**config.mk**
```make
export PLATFORM = sky130hd
export DESIGN_NAME = adc_port_host_flat
export DESIGN_NICKNAME = d
export VERILOG_FILES = /design/src/shared/adc_port_pkg.sv /design/src/shared/adc_port_if.sv /design/src/verilog/adc_port_host.sv /design/src/flat_wrapper.sv
export VERILOG_INCLUDE_DIRS = /design/src /design/src/shared
export SDC_FILE = /design/constraint.sdc
export NUM_CORES = 1
export LEC_CHECK = 0
export ABC_AREA = 1
export BUFFER_PORTS_ARGS = -buffer_cell sky130_fd_sc_hd__buf_2
export CAP_MARGIN = 15
export CORE_MARGIN = 4
export CORE_UTILIZATION = 41
export DETAILED_ROUTE_END_ITERATION = 12
export PLACE_DENSITY = 0.74
export SYNTH_ARGS = -nofsm -noshare
export SYNTH_HDL_FRONTEND = slang
export SYNTH_SLANG_ARGS = --single-unit
```
**constraint.sdc**
```tcl
create_clock -name ref_clk_i -period 1.3 [get_ports ref_clk_i]
set_input_delay 0.13 -clock ref_clk_i [delete_from_list [all_inputs] [get_ports ref_clk_i]]
set_output_delay 0.13 -clock ref_clk_i [all_outputs]
set_load 0.02 [all_outputs]
```
**src/shared/adc_port_defines.svh**
```systemverilog
// Purpose: constants for the parallel converter host port
// Assumes: one 25 MHz clock, synchronous pins
// Notes: control register layouts beyond the reference select are local choices
// Notes on behaviour
// - first select is active low
// - second select is active high
// - twelve-line tristate bus, bit 0 is lsb
// - line 10 carries low register address
// - line 11 carries high register address
// - sync output marks channel A word
// - hardware reset restores control defaults
// - write strobe is direction line or write strobe
// - read strobe honoured only in split strobe mode
// - host first access must be a write
// - control register 0 selects reference source
// - host supplies the conversion clock
// - conversion clock between 0.1 and 8 MHz
`ifndef ADC_PORT_DEFINES_SVH
`define ADC_PORT_DEFINES_SVH
`define BUS_W 12
`define DATA_W 10
`define ADDR_LO_BIT 10
`define ADDR_HI_BIT 11
`define CREG0_RESET 10'h000
`define CREG1_RESET 10'h000
`define REF_EXT_BIT 0
`define STROBE_MODE_BIT 1
`define SCAN_BIT 2
`define CLK_FREQ_KHZ 25000
`define CONV_MIN_KHZ 100
`define CONV_MAX_KHZ 8000
`define CONV_HALF_MAX (`CLK_FREQ_KHZ / (2 * `CONV_MIN_KHZ))
`define CONV_HALF_MIN ((`CLK_FREQ_KHZ + 2 * `CONV_MAX_KHZ - 1) / (2 * `CONV_MAX_KHZ))
`define CONV_HALF_CYC 8'h02
`define SAMPLE_INIT 12'h000
`endif

```
**src/shared/adc_port_pkg.sv**
```systemverilog
// Purpose: types for the parallel converter host port
// Assumes: constants come from adc_port_defines.svh
// Notes: none
`include "adc_port_defines.svh"
package adc_port_pkg;
  typedef logic [`BUS_W-1:0] bus_word_t;
  typedef logic [`DATA_W-1:0] ctrl_word_t;
  typedef enum logic {STROBE_RW, STROBE_SPLIT} strobe_mode_t;
  typedef enum logic [1:0] {H_IDLE, H_SETUP, H_STROBE, H_DONE} host_state_t;
endpackage : adc_port_pkg

```
**src/shared/adc_port_if.sv**
```systemverilog
// Purpose: pins between converter port and host
// Assumes: bus wire resolved by the testbench from the enables
// Notes: output enables are low while driving
`timescale 1ns/100ps
interface adc_port_if;
  import adc_port_pkg::*;
  logic select_low;
  logic select_high;
  logic wr_strobe;
  logic rd_strobe_n;
  logic conversion_clock;
  logic sync;
  bus_word_t bus_dev_out;
  logic bus_dev_oe_n;
  bus_word_t bus_host_out;
  logic bus_host_oe_n;
  bus_word_t bus_in;
  modport device (input select_low, select_high, wr_strobe, rd_strobe_n, conversion_clock, bus_in,
                  output sync, bus_dev_out, bus_dev_oe_n);
  modport host (output select_low, select_high, wr_strobe, rd_strobe_n, conversion_clock,
                bus_host_out, bus_host_oe_n, input sync, bus_in);
endinterface : adc_port_if

```
**src/verilog/adc_port_host.sv**
```systemverilog
// Purpose: host end of the parallel converter port
// Assumes: pins synchronous to ref_clk_i
// Notes: one access at a time, four cycles each
`timescale 1ns/100ps
`include "adc_port_defines.svh"
module adc_port_host (
  // clock and reset
  input wire logic ref_clk_i,
  input wire logic rst_n_i,
  // link
  adc_port_if.host link,
  // user requests
  input wire logic req_i,
  input wire logic req_write_i,
  input wire logic [1:0] req_addr_i,
  input wire adc_port_pkg::ctrl_word_t req_data_i,
  input wire logic split_mode_i,
  output logic busy_o,
  output logic done_o,
  output adc_port_pkg::bus_word_t rdata_o,
  output logic rsync_o
);
  import adc_port_pkg::*;

  // ********
  // state
  // ********
  host_state_t st_q, st_d;
  logic wr_q, wr_d;
  logic split_q, split_d;
  logic split_next_q, split_next_d;
  logic inited_q, inited_d;
  bus_word_t wdata_q, wdata_d;
  bus_word_t rdata_q, rdata_d;
  logic rsync_q, rsync_d;
  logic done_q, done_d;
  logic busy_q, busy_d;
  logic cs_q, cs_d;
  logic sel_n_q, sel_n_d;
  logic wrs_q, wrs_d;
  logic rds_q, rds_d;
  logic oe_n_q, oe_n_d;
  logic cclk_q, cclk_d;
  logic [7:0] div_q, div_d;
  logic take_req;

  // ********
  // conversion clock divider
  // ********
  always_comb begin
    div_d = div_q + 8'h01;
    cclk_d = cclk_q;
    if (div_q == `CONV_HALF_CYC) begin
      div_d = 8'h00;
      cclk_d = !cclk_q;
    end
  end

  always_ff @(posedge ref_clk_i) begin
    if (!rst_n_i) begin
      div_q <= 8'h00;
      cclk_q <= 1'b0;
    end else begin
      div_q <= div_d;
      cclk_q <= cclk_d;
    end
  end

  // ********
  // access sequencer
  // ********
  always_comb begin
    // a read before the first write is refused by turning it into nothing
    take_req = req_i && (req_write_i || inited_q);
    st_d = st_q;
    wr_d = wr_q;
    split_d = split_q;
    split_next_d = split_next_q;
    inited_d = inited_q;
    wdata_d = wdata_q;
    unique case (st_q)
      H_IDLE: begin
        if (take_req) begin
          st_d = H_SETUP;
          wr_d = req_write_i;
          split_next_d = req_write_i ? split_mode_i : split_q;
          wdata_d = {req_addr_i[1], req_addr_i[0], req_data_i};
        end
      end
      H_SETUP: begin
        st_d = H_STROBE;
      end
      H_STROBE: begin
        st_d = H_DONE;
      end
      H_DONE: begin
        st_d = H_IDLE;
        // the new strobe shape holds only once the device has latched it
        split_d = split_next_q;
        if (wr_q) begin
          inited_d = 1'b1;
        end
      end
    endcase
  end

  always_ff @(posedge ref_clk_i) begin
    if (!rst_n_i) begin
      st_q <= H_IDLE;
      wr_q <= 1'b0;
      split_q <= 1'b0;
      split_next_q <= 1'b0;
      inited_q <= 1'b0;
      wdata_q <= 12'h000;
    end else begin
      st_q <= st_d;
      wr_q <= wr_d;
      split_q <= split_d;
      split_next_q <= split_next_d;
      inited_q <= inited_d;
      wdata_q <= wdata_d;
    end
  end

  // ********
  // pin drivers
  // ********
  always_comb begin
    cs_d = cs_q;
    wrs_d = wrs_q;
    rds_d = rds_q;
    oe_n_d = oe_n_q;
    rdata_d = rdata_q;
    rsync_d = rsync_q;
    done_d = 1'b0;
    unique case (st_q)
      H_IDLE: begin
        if (take_req) begin
          cs_d = 1'b1;
          // the access uses the strobe shape the device holds now
          wrs_d = req_write_i ? split_q : 1'b1;
          oe_n_d = !req_write_i;
        end
      end
      H_SETUP: begin
        if (wr_q) begin
          wrs_d = 1'b0;
        end else if (split_q) begin
          rds_d = 1'b0;
        end
      end
      H_STROBE: begin
        // a split-mode write is latched on this rising edge
        wrs_d = split_q ? 1'b1 : wrs_q;
      end
      H_DONE: begin
        if (!wr_q) begin
          rdata_d = link.bus_in;
          rsync_d = link.sync;
        end
        cs_d = 1'b0;
        oe_n_d = 1'b1;
        wrs_d = 1'b1;
        rds_d = 1'b1;
        done_d = 1'b1;
      end
    endcase
    sel_n_d = !cs_d;
    busy_d = (st_d != H_IDLE);
  end

  always_ff @(posedge ref_clk_i) begin
    if (!rst_n_i) begin
      cs_q <= 1'b0;
      sel_n_q <= 1'b1;
      wrs_q <= 1'b1;
      rds_q <= 1'b1;
      oe_n_q <= 1'b1;
      rdata_q <= 12'h000;
      rsync_q <= 1'b0;
      done_q <= 1'b0;
      busy_q <= 1'b0;
    end else begin
      cs_q <= cs_d;
      sel_n_q <= sel_n_d;
      wrs_q <= wrs_d;
      rds_q <= rds_d;
      oe_n_q <= oe_n_d;
      rdata_q <= rdata_d;
      rsync_q <= rsync_d;
      done_q <= done_d;
      busy_q <= busy_d;
    end
  end

  // ********
  // outputs
  // ********
  assign link.select_low = sel_n_q;
  assign link.select_high = cs_q;
  assign link.wr_strobe = wrs_q;
  assign link.rd_strobe_n = rds_q;
  assign link.conversion_clock = cclk_q;
  assign link.bus_host_out = wdata_q;
  assign link.bus_host_oe_n = oe_n_q;
  assign busy_o = busy_q;
  assign done_o = done_q;
  assign rdata_o = rdata_q;
  assign rsync_o = rsync_q;
endmodule : adc_port_host
```
**src/flat_wrapper.sv**
```systemverilog
// flat-port wrapper written by rule: the top's interface ports become plain ports
module adc_port_host_flat import adc_port_pkg::*;
  (ref_clk_i, rst_n_i, req_i, req_write_i, req_addr_i, req_data_i, split_mode_i, busy_o, done_o, rdata_o, rsync_o, link_select_low, link_select_high, link_wr_strobe, link_rd_strobe_n, link_conversion_clock, link_bus_host_out, link_bus_host_oe_n, link_sync, link_bus_in);
  adc_port_if link_i ();
  input wire logic ref_clk_i;
  input wire logic rst_n_i;
  input wire logic req_i;
  input wire logic req_write_i;
  input wire logic [1:0] req_addr_i;
  input wire adc_port_pkg::ctrl_word_t req_data_i;
  input wire logic split_mode_i;
  output logic busy_o;
  output logic done_o;
  output adc_port_pkg::bus_word_t rdata_o;
  output logic rsync_o;
  output wire logic [$bits(link_i.select_low)-1:0] link_select_low;
  output wire logic [$bits(link_i.select_high)-1:0] link_select_high;
  output wire logic [$bits(link_i.wr_strobe)-1:0] link_wr_strobe;
  output wire logic [$bits(link_i.rd_strobe_n)-1:0] link_rd_strobe_n;
  output wire logic [$bits(link_i.conversion_clock)-1:0] link_conversion_clock;
  output wire logic [$bits(link_i.bus_host_out)-1:0] link_bus_host_out;
  output wire logic [$bits(link_i.bus_host_oe_n)-1:0] link_bus_host_oe_n;
  input wire logic [$bits(link_i.sync)-1:0] link_sync;
  input wire logic [$bits(link_i.bus_in)-1:0] link_bus_in;
  assign link_select_low = link_i.select_low;
  assign link_select_high = link_i.select_high;
  assign link_wr_strobe = link_i.wr_strobe;
  assign link_rd_strobe_n = link_i.rd_strobe_n;
  assign link_conversion_clock = link_i.conversion_clock;
  assign link_bus_host_out = link_i.bus_host_out;
  assign link_bus_host_oe_n = link_i.bus_host_oe_n;
  assign link_i.sync = link_sync;
  assign link_i.bus_in = link_bus_in;
  adc_port_host u_core (.ref_clk_i(ref_clk_i), .rst_n_i(rst_n_i), .link(link_i), .req_i(req_i), .req_write_i(req_write_i), .req_addr_i(req_addr_i), .req_data_i(req_data_i), .split_mode_i(split_mode_i), .busy_o(busy_o), .done_o(done_o), .rdata_o(rdata_o), .rsync_o(rsync_o));
endmodule
```
==> flow_summary.ini, run 1 <==
[worst_hold_path]
hold_path.class = primary input to flip-flop
whs_endpoint = u_core.rdata_o[7]
min_path_cells = 3
min_from = link_bus_in[7]

[sta]
hold_viol_final = 0
min_period_ps = 1256
fmax_ghz = 0.7959
slew_headroom = 0.6471
fin_tns_setup_ps = 0
rsz0062_at_grt = true
post-route-period-util = 0.9665
skew_ps = 8.174
setup_viol = 0
worst-slew-pin-transition_ps = 528.8
holdWs_ps = 40.02
drv_slew = 0

[drt]
route.detailed.drc = 0
dr.pass1.iters = 4
wirelength_um = 4298
vias = 1768
drt_iter0_drc = 126
wl_per_cell_um = 11.49
viasPerCell = 4.727
drtAntennaViolNets = 0

[clock_network]
holdBufCountCts = 0
cts.sink_count = 47
cts_root_buf = clkbuf_8
cts_tree = done
worstSkewPairLatency_ps = 300
cts_made_buffers = 5
path_clk_slew_ps = 90
clockBufferDepth = 2
cts_max_level = 2

[synth]
ys_async_sr_fraction = 0
synth_fa_ha_area_frac = 0.04633
synth-xor-area-share = 0.004633
synthesis.area_um2 = 1891
synth-simple-area-share = 0.2548
synth_compound_area_frac = 0.1211
synth_area_leader_cell = dfxtp_1
synth_fp_nets = 286
synth-edff-count = 0
muxShareOfSynthArea = 0
synth_flop_cell = dfxtp_1
yosys_warnings = 0
synthCells = 249
netlist_top_cells_count = nand2_1, dfxtp_1, nor2_1, inv_1, a21oi_1
synth.top_cell.area_share = 0.4977
yosys-top-cells-area = dfxtp_1, nand2_1, nor2_1
synth_top_family_by_area = simple AND/OR/NAND/NOR gates
synth.avg_cell_area_um2 = 7.593
yosysMostFrequentCell = nand2_1
ys_ff_latch = 47
yosysSeqAreaShare = 0.4977
synthDistinctLibCells = 24

[power_and_ir_drop]
vdd_drop_max_uv = 844.7
cellPowerDensity_nw_per_um2 = 1779
p_leak_nw = 1.199

[worst_setup_path]
cp_top_family = flip-flops
crit_path_start_kind = flip-flop
required_ps = 1480
ff2ff_path_depth = 7
timing.critical_path.buf_inv = 2
crit_chain = ha_4 > buf_4 > buf_4 > o21bai_1 > nand2_1 > nand3_1 > nand3_1
slowest_delay_ps = 370
reg2reg_from = u_core.st_q[0]
rr_endpoint = u_core.link.wr_strobe
worstSetupPathType = flip-flop to flip-flop
critPathCaptureType = flip-flop
path_max_fanout = 3
arrival_ps = 1440
r2r_slack_ps = 40
cp_slowest_cell = dfxtp_4

[finish]
diodes = 0
nNetsFinal = 358
syn2layout_area_growth_pct = 31.37
drive_gt1_frac = 0.3106

[floorplanning]
coreArea_um2 = 4414
die_w_um = 75.91
start_util = 0.4283
die_h_um = 75.91
ios = 63
rows = 24
fp.dieArea_um2 = 5762

[placement]
io_buffer_count = 62
gp_congestion = 0.7531
dp_hpwl_um = 3042

[global_routing]
grt.overflow.total = 0
grt_pass1_vias = 1674
antenna_found_initial = 0
grt_start_max_net_pins = 17
grt_usage = 0.1523
grt_pass1_wl_um = 7293

[run]
cap_violations = 0

[status]
status = finished, final reports clean
[where the power goes]
group / total (W) / leakage, nW / internal (W) / switching (W)
Sequential: 0.00183 / 0.384 / 0.00169 / 0.000142
Clock: 0.00109 / 0.0612 / 0.000622 / 0.000469
Combinational: 0.00149 / 0.754 / 0.000596 / 0.000897
[metal layers]
metal | part of all wire | routed length [µm] | global-route usage | vias up
li1 | - | - | - | 920
met1 | 0.45 | 1941 | 0.1846 | 795
met2 | 0.46 | 1979 | 0.2380 | 48
met3 | 0.070 | 300 | 0.05569 | 5
met4 | 0.018 | 78 | 0.07117 | 0
met5 | 0 | 0 | 0 | -
[sequential cells by signal, indices dropped and copies added (netlist names), named ones only]
signal,flops
u_core.split_next_q,1
u_core.split_q,1
u_core.link.wr_strobe,1
u_core.busy_o,1
u_core.div_q,8
u_core.link.bus_host_oe_n,1
u_core.wr_q,1
u_core.st_q,2
u_core.done_o,1
u_core.link.bus_host_out,12
u_core.link.select_low,1
u_core.inited_q,1
u_core.link.rd_strobe_n,1
u_core.link.conversion_clock,1
u_core.rsync_o,1
u_core.rdata_o,12
[layout by cell type (no fill, tap or decap), drive strengths merged]
cell type	synthesis	final
ha	7	7
nor2	36	36
dfxtp	47	47
nand3b	1	1
a21oi	21	21
clkinvlp	0	2
buf	3	71
nand2	65	65
o21bai	1	1
o22ai	1	1
or2	1	1
o21ai	19	19
a211oi	1	1
inv	27	26
clkinv	1	2
bufinv	0	1
xnor2	1	1
clkbuf	4	6
nand4	1	1
nand3	12	12
[worst min-delay path, stage by stage]
cell and delay (ps):
buf_2 70, nor2_1 30, nor2_1 60
[per-stage QoR]
stage | setup WS (ps) | instance area [µm²] | cells | util | power (W)
floorplan | 48.73 | 1891 | 249 | - | 0.002765
global placement | -48.22 | 2275 | 362 | 0.5153 | 0.003174
detailed placement | -105.2 | 2275 | 362 | 0.5153 | 0.003197
CTS | 2.026 | 2425 | 373 | 0.5493 | 0.004344
global route | -33.44 | 2484 | 374 | 0.5626 | 0.004740
finish | 43.54 | 2484 | 374 | 0.5626 | 0.004419
[repair_timing]
action                                  4_1_cts  5_1_grt
resized for setup                             5       15
cloned                                        1        0
pin swaps                                     1        9
endpoints found under the setup margin       28       35
setup buffers                                 2        1
[cells by family (layout without fill, tap and decap cells)]
logic type,count (synthesis),after routing
XOR/XNOR,1,1
AO/OA/AOI/OAI,43,43
buffers and inverters,35,108
adder cells (fa/ha/maj),7,7
AND/OR/NAND/NOR,116,116
flip-flops,47,47
[final cells by class]
| class | count | area, µm² |
|---|---|---|
| Clock buffer | 6 | 82.58 |
| Sequential cell | 47 | 948.4 |
| Fill cell | 423 | 1931 |
| Timing Repair inverter | 1 | 7.507 |
| Inverter | 28 | 113.9 |
| Multi-Input combinational cell | 167 | 853.3 |
| Tap cell | 52 | 65.06 |
| Clock inverter | 2 | 35.03 |
| Timing Repair Buffer | 71 | 377.9 |
[worst max-delay path by stage]
stage	cells past startpoint	start	slack, ps	to
3_5_place_dp	6	u_core.st_q[0]	-110	u_core.rdata_o[4]
3_3_place_gp	6	u_core.st_q[0]	-50	u_core.rdata_o[4]
6_report	7	u_core.st_q[0]	40	u_core.link.wr_strobe
5_1_grt	7	u_core.st_q[0]	-30	u_core.link.wr_strobe
2_1_floorplan	7	u_core.st_q[0]	50	u_core.link.bus_host_out[2]
4_1_cts	6	u_core.st_q[0]	2	u_core.rsync_o
No activity file was read; power rests on OpenSTA's default activity.
==> inputs of run 2 (changes only) <==
BUFFER_PORTS_ARGS = default   (was -buffer_cell sky130_fd_sc_hd__buf_2)
CORE_UTILIZATION = 50   (was 41)
DONT_BUFFER_PORTS = 1   (was default)
PLACE_DENSITY = 0.72   (was 0.74)
==> run 2 against run 1 <==
  * The run now ends with negative hold slack left
  * Register-to-register slack improved by 30 ps
  * Total power decreased by 7.3%
  * Global-route usage increased by 2.3 points
  * First-iteration DRC count decreased by 25%
  * Wire length decreased by 4.7%
  * Design area decreased by 8.0%
  * Die area decreased by 16%
  * Flip-flop and latch count unchanged
==> flow_summary.ini, run 2 (synthesis gave the netlist of run 1 again) <==
[run]
cap_violations = 0

[sta]
worst-slew-pin-transition_ps = 525.0
hold_viol_final = 22
setup_ws_ps = 71.01
drv_slew = 0
slew_headroom = 0.6496
min_period_ps = 1229
holdWs_ps = -99.61
skew_ps = 5.028
fmax_ghz = 0.8137
rsz0062_at_grt = true
setup_viol = 0
post-route-period-util = 0.9454

[placement]
dp_worst_setup_slack_ps = 14.54
gp_congestion = 0.7994
io_buffer_count = 0
dp_hpwl_um = 2641
dpl_cell_area_um2 = 1987

[floorplanning]
die_h_um = 69.49
fp.dieArea_um2 = 4829
ios = 63
coreArea_um2 = 3661
die_w_um = 69.49
rows = 22
start_util = 0.5164

[clock_network]
path_clk_slew_ps = 80
cts_setup_buffers = 0
cts_root_buf = clkbuf_8
cts_tree = done
cts_max_level = 2
cts.sink_count = 47
clockBufferDepth = 2
worstSkewPairLatency_ps = 300
cts_made_buffers = 5

[drt]
vias = 1594
route.detailed.drc = 0
drt_iter0_drc = 95
wl_per_cell_um = 12.67
drtAntennaViolNets = 0
wirelength_um = 4094
viasPerCell = 4.935
dr.pass1.iters = 4

[global_routing]
grt_start_max_net_pins = 25
grt_usage = 0.1755
grt.overflow.total = 0
grt_pass1_vias = 1575
grt_pass1_wl_um = 6858
antenna_found_initial = 0

[power_and_ir_drop]
p_total_w = 0.004097
p_leak_nw = 0.9844
cellPowerDensity_nw_per_um2 = 1793
vdd_drop_max_uv = 867.6

[finish]
fillCellCount = 324
mostFrequentLayoutCells = nand2_1, dfxtp_1, nor2_1
final_common_cell = nand2_1
syn2layout_area_growth_pct = 20.85
diodes = 0
design_area_um2 = 2285
nNetsFinal = 311
postLayoutCoreUtil = 0.6241
drive_gt1_frac = 0.1091

[status]
failed_checks = negative hold slack
status = finished, violations left

[worst_setup_path]
cp.depth = 5
arrival_ps = 1430
path_max_fanout = 3
cp_slowest_cell = dfxtp_2
required_ps = 1500
crit_end = u_core.link.select_low
r2r_slack_ps = 70
crit_start = u_core.st_q[1]
crit_path_start_kind = flip-flop
cp_top_family = flip-flops
worstSetupPathType = flip-flop to flip-flop
critPathCaptureType = flip-flop
rr_endpoint = u_core.link.select_low
crit_top_cell = inv_1
timing.critical_path.buf_inv = 2
crit_chain = inv_1 > ha_1 > nand3b_1 > a21oi_2 > inv_1
slowest_delay_ps = 350
ff2ff_path_depth = 5
reg2reg_from = u_core.st_q[1]

[worst_hold_path]
hold_path.class = primary input to flip-flop
[run 2: how the worst min path moves through the flow]
stage	startpoint	end	slack (ps)	depth (start not counted)
floorplan	rst_n_i	u_core.div_q[4]	260	2
global placement	rst_n_i	u_core.link.bus_host_oe_n	210	1
detailed placement	rst_n_i	u_core.link.bus_host_oe_n	210	1
CTS	rst_n_i	u_core.link.bus_host_oe_n	-110	1
global route	rst_n_i	u_core.link.bus_host_oe_n	-110	1
finish	rst_n_i	u_core.link.bus_host_oe_n	-100	1
[run 2: final cells by class]
cell class,count,area [µm²],share of cell area
Clock buffer,8,100.1,0.04381
Timing Repair Buffer,25,242.7,0.1062
Multi-Input combinational cell,167,828.3,0.3625
Tap cell,48,60.06,0.02629
Inverter,28,110.1,0.04819
Sequential cell,47,943.4,0.4129
[run 2: repair_timing]
item	CTS	global route
gates resized for setup	2	8
endpoints found under the hold margin	37	22
endpoints found under the setup margin	4	28
hold buffers	14	3
gates cloned	0	0
[run 2: through the flow]
step / cells / TNS [ps] / hold WS, ps
detailed placement: 298 / 0 / 207.7
finish: 323 / 0 / -99.61
global route: 323 / -37.07 / -105.9
floorplan: 249 / 0 / 257.4
global placement: 298 / 0 / 206.9
CTS: 320 / 0 / -112.2
[run 2: metal layers]
layer	vias up	part of all wire	GRT usage
met1	707	0.45	0.2121
met4	0	0.018	0.08460
li1	831	-	-
met3	6	0.077	0.06087
met5	-	0	0
met2	50	0.45	0.2775
[run 2: worst reg2reg max path, cell delays in order (launching register included)]
cell and delay (ps):
dfxtp_2 350, inv_1 90, ha_1 330, nand3b_1 180, a21oi_2 140, inv_1 50
[run 2: report_power, final]
group	internal [W]	switching [W]
Combinational	0.000500	0.000611
Clock	0.000485	0.000454
Sequential	0.00168	0.000364
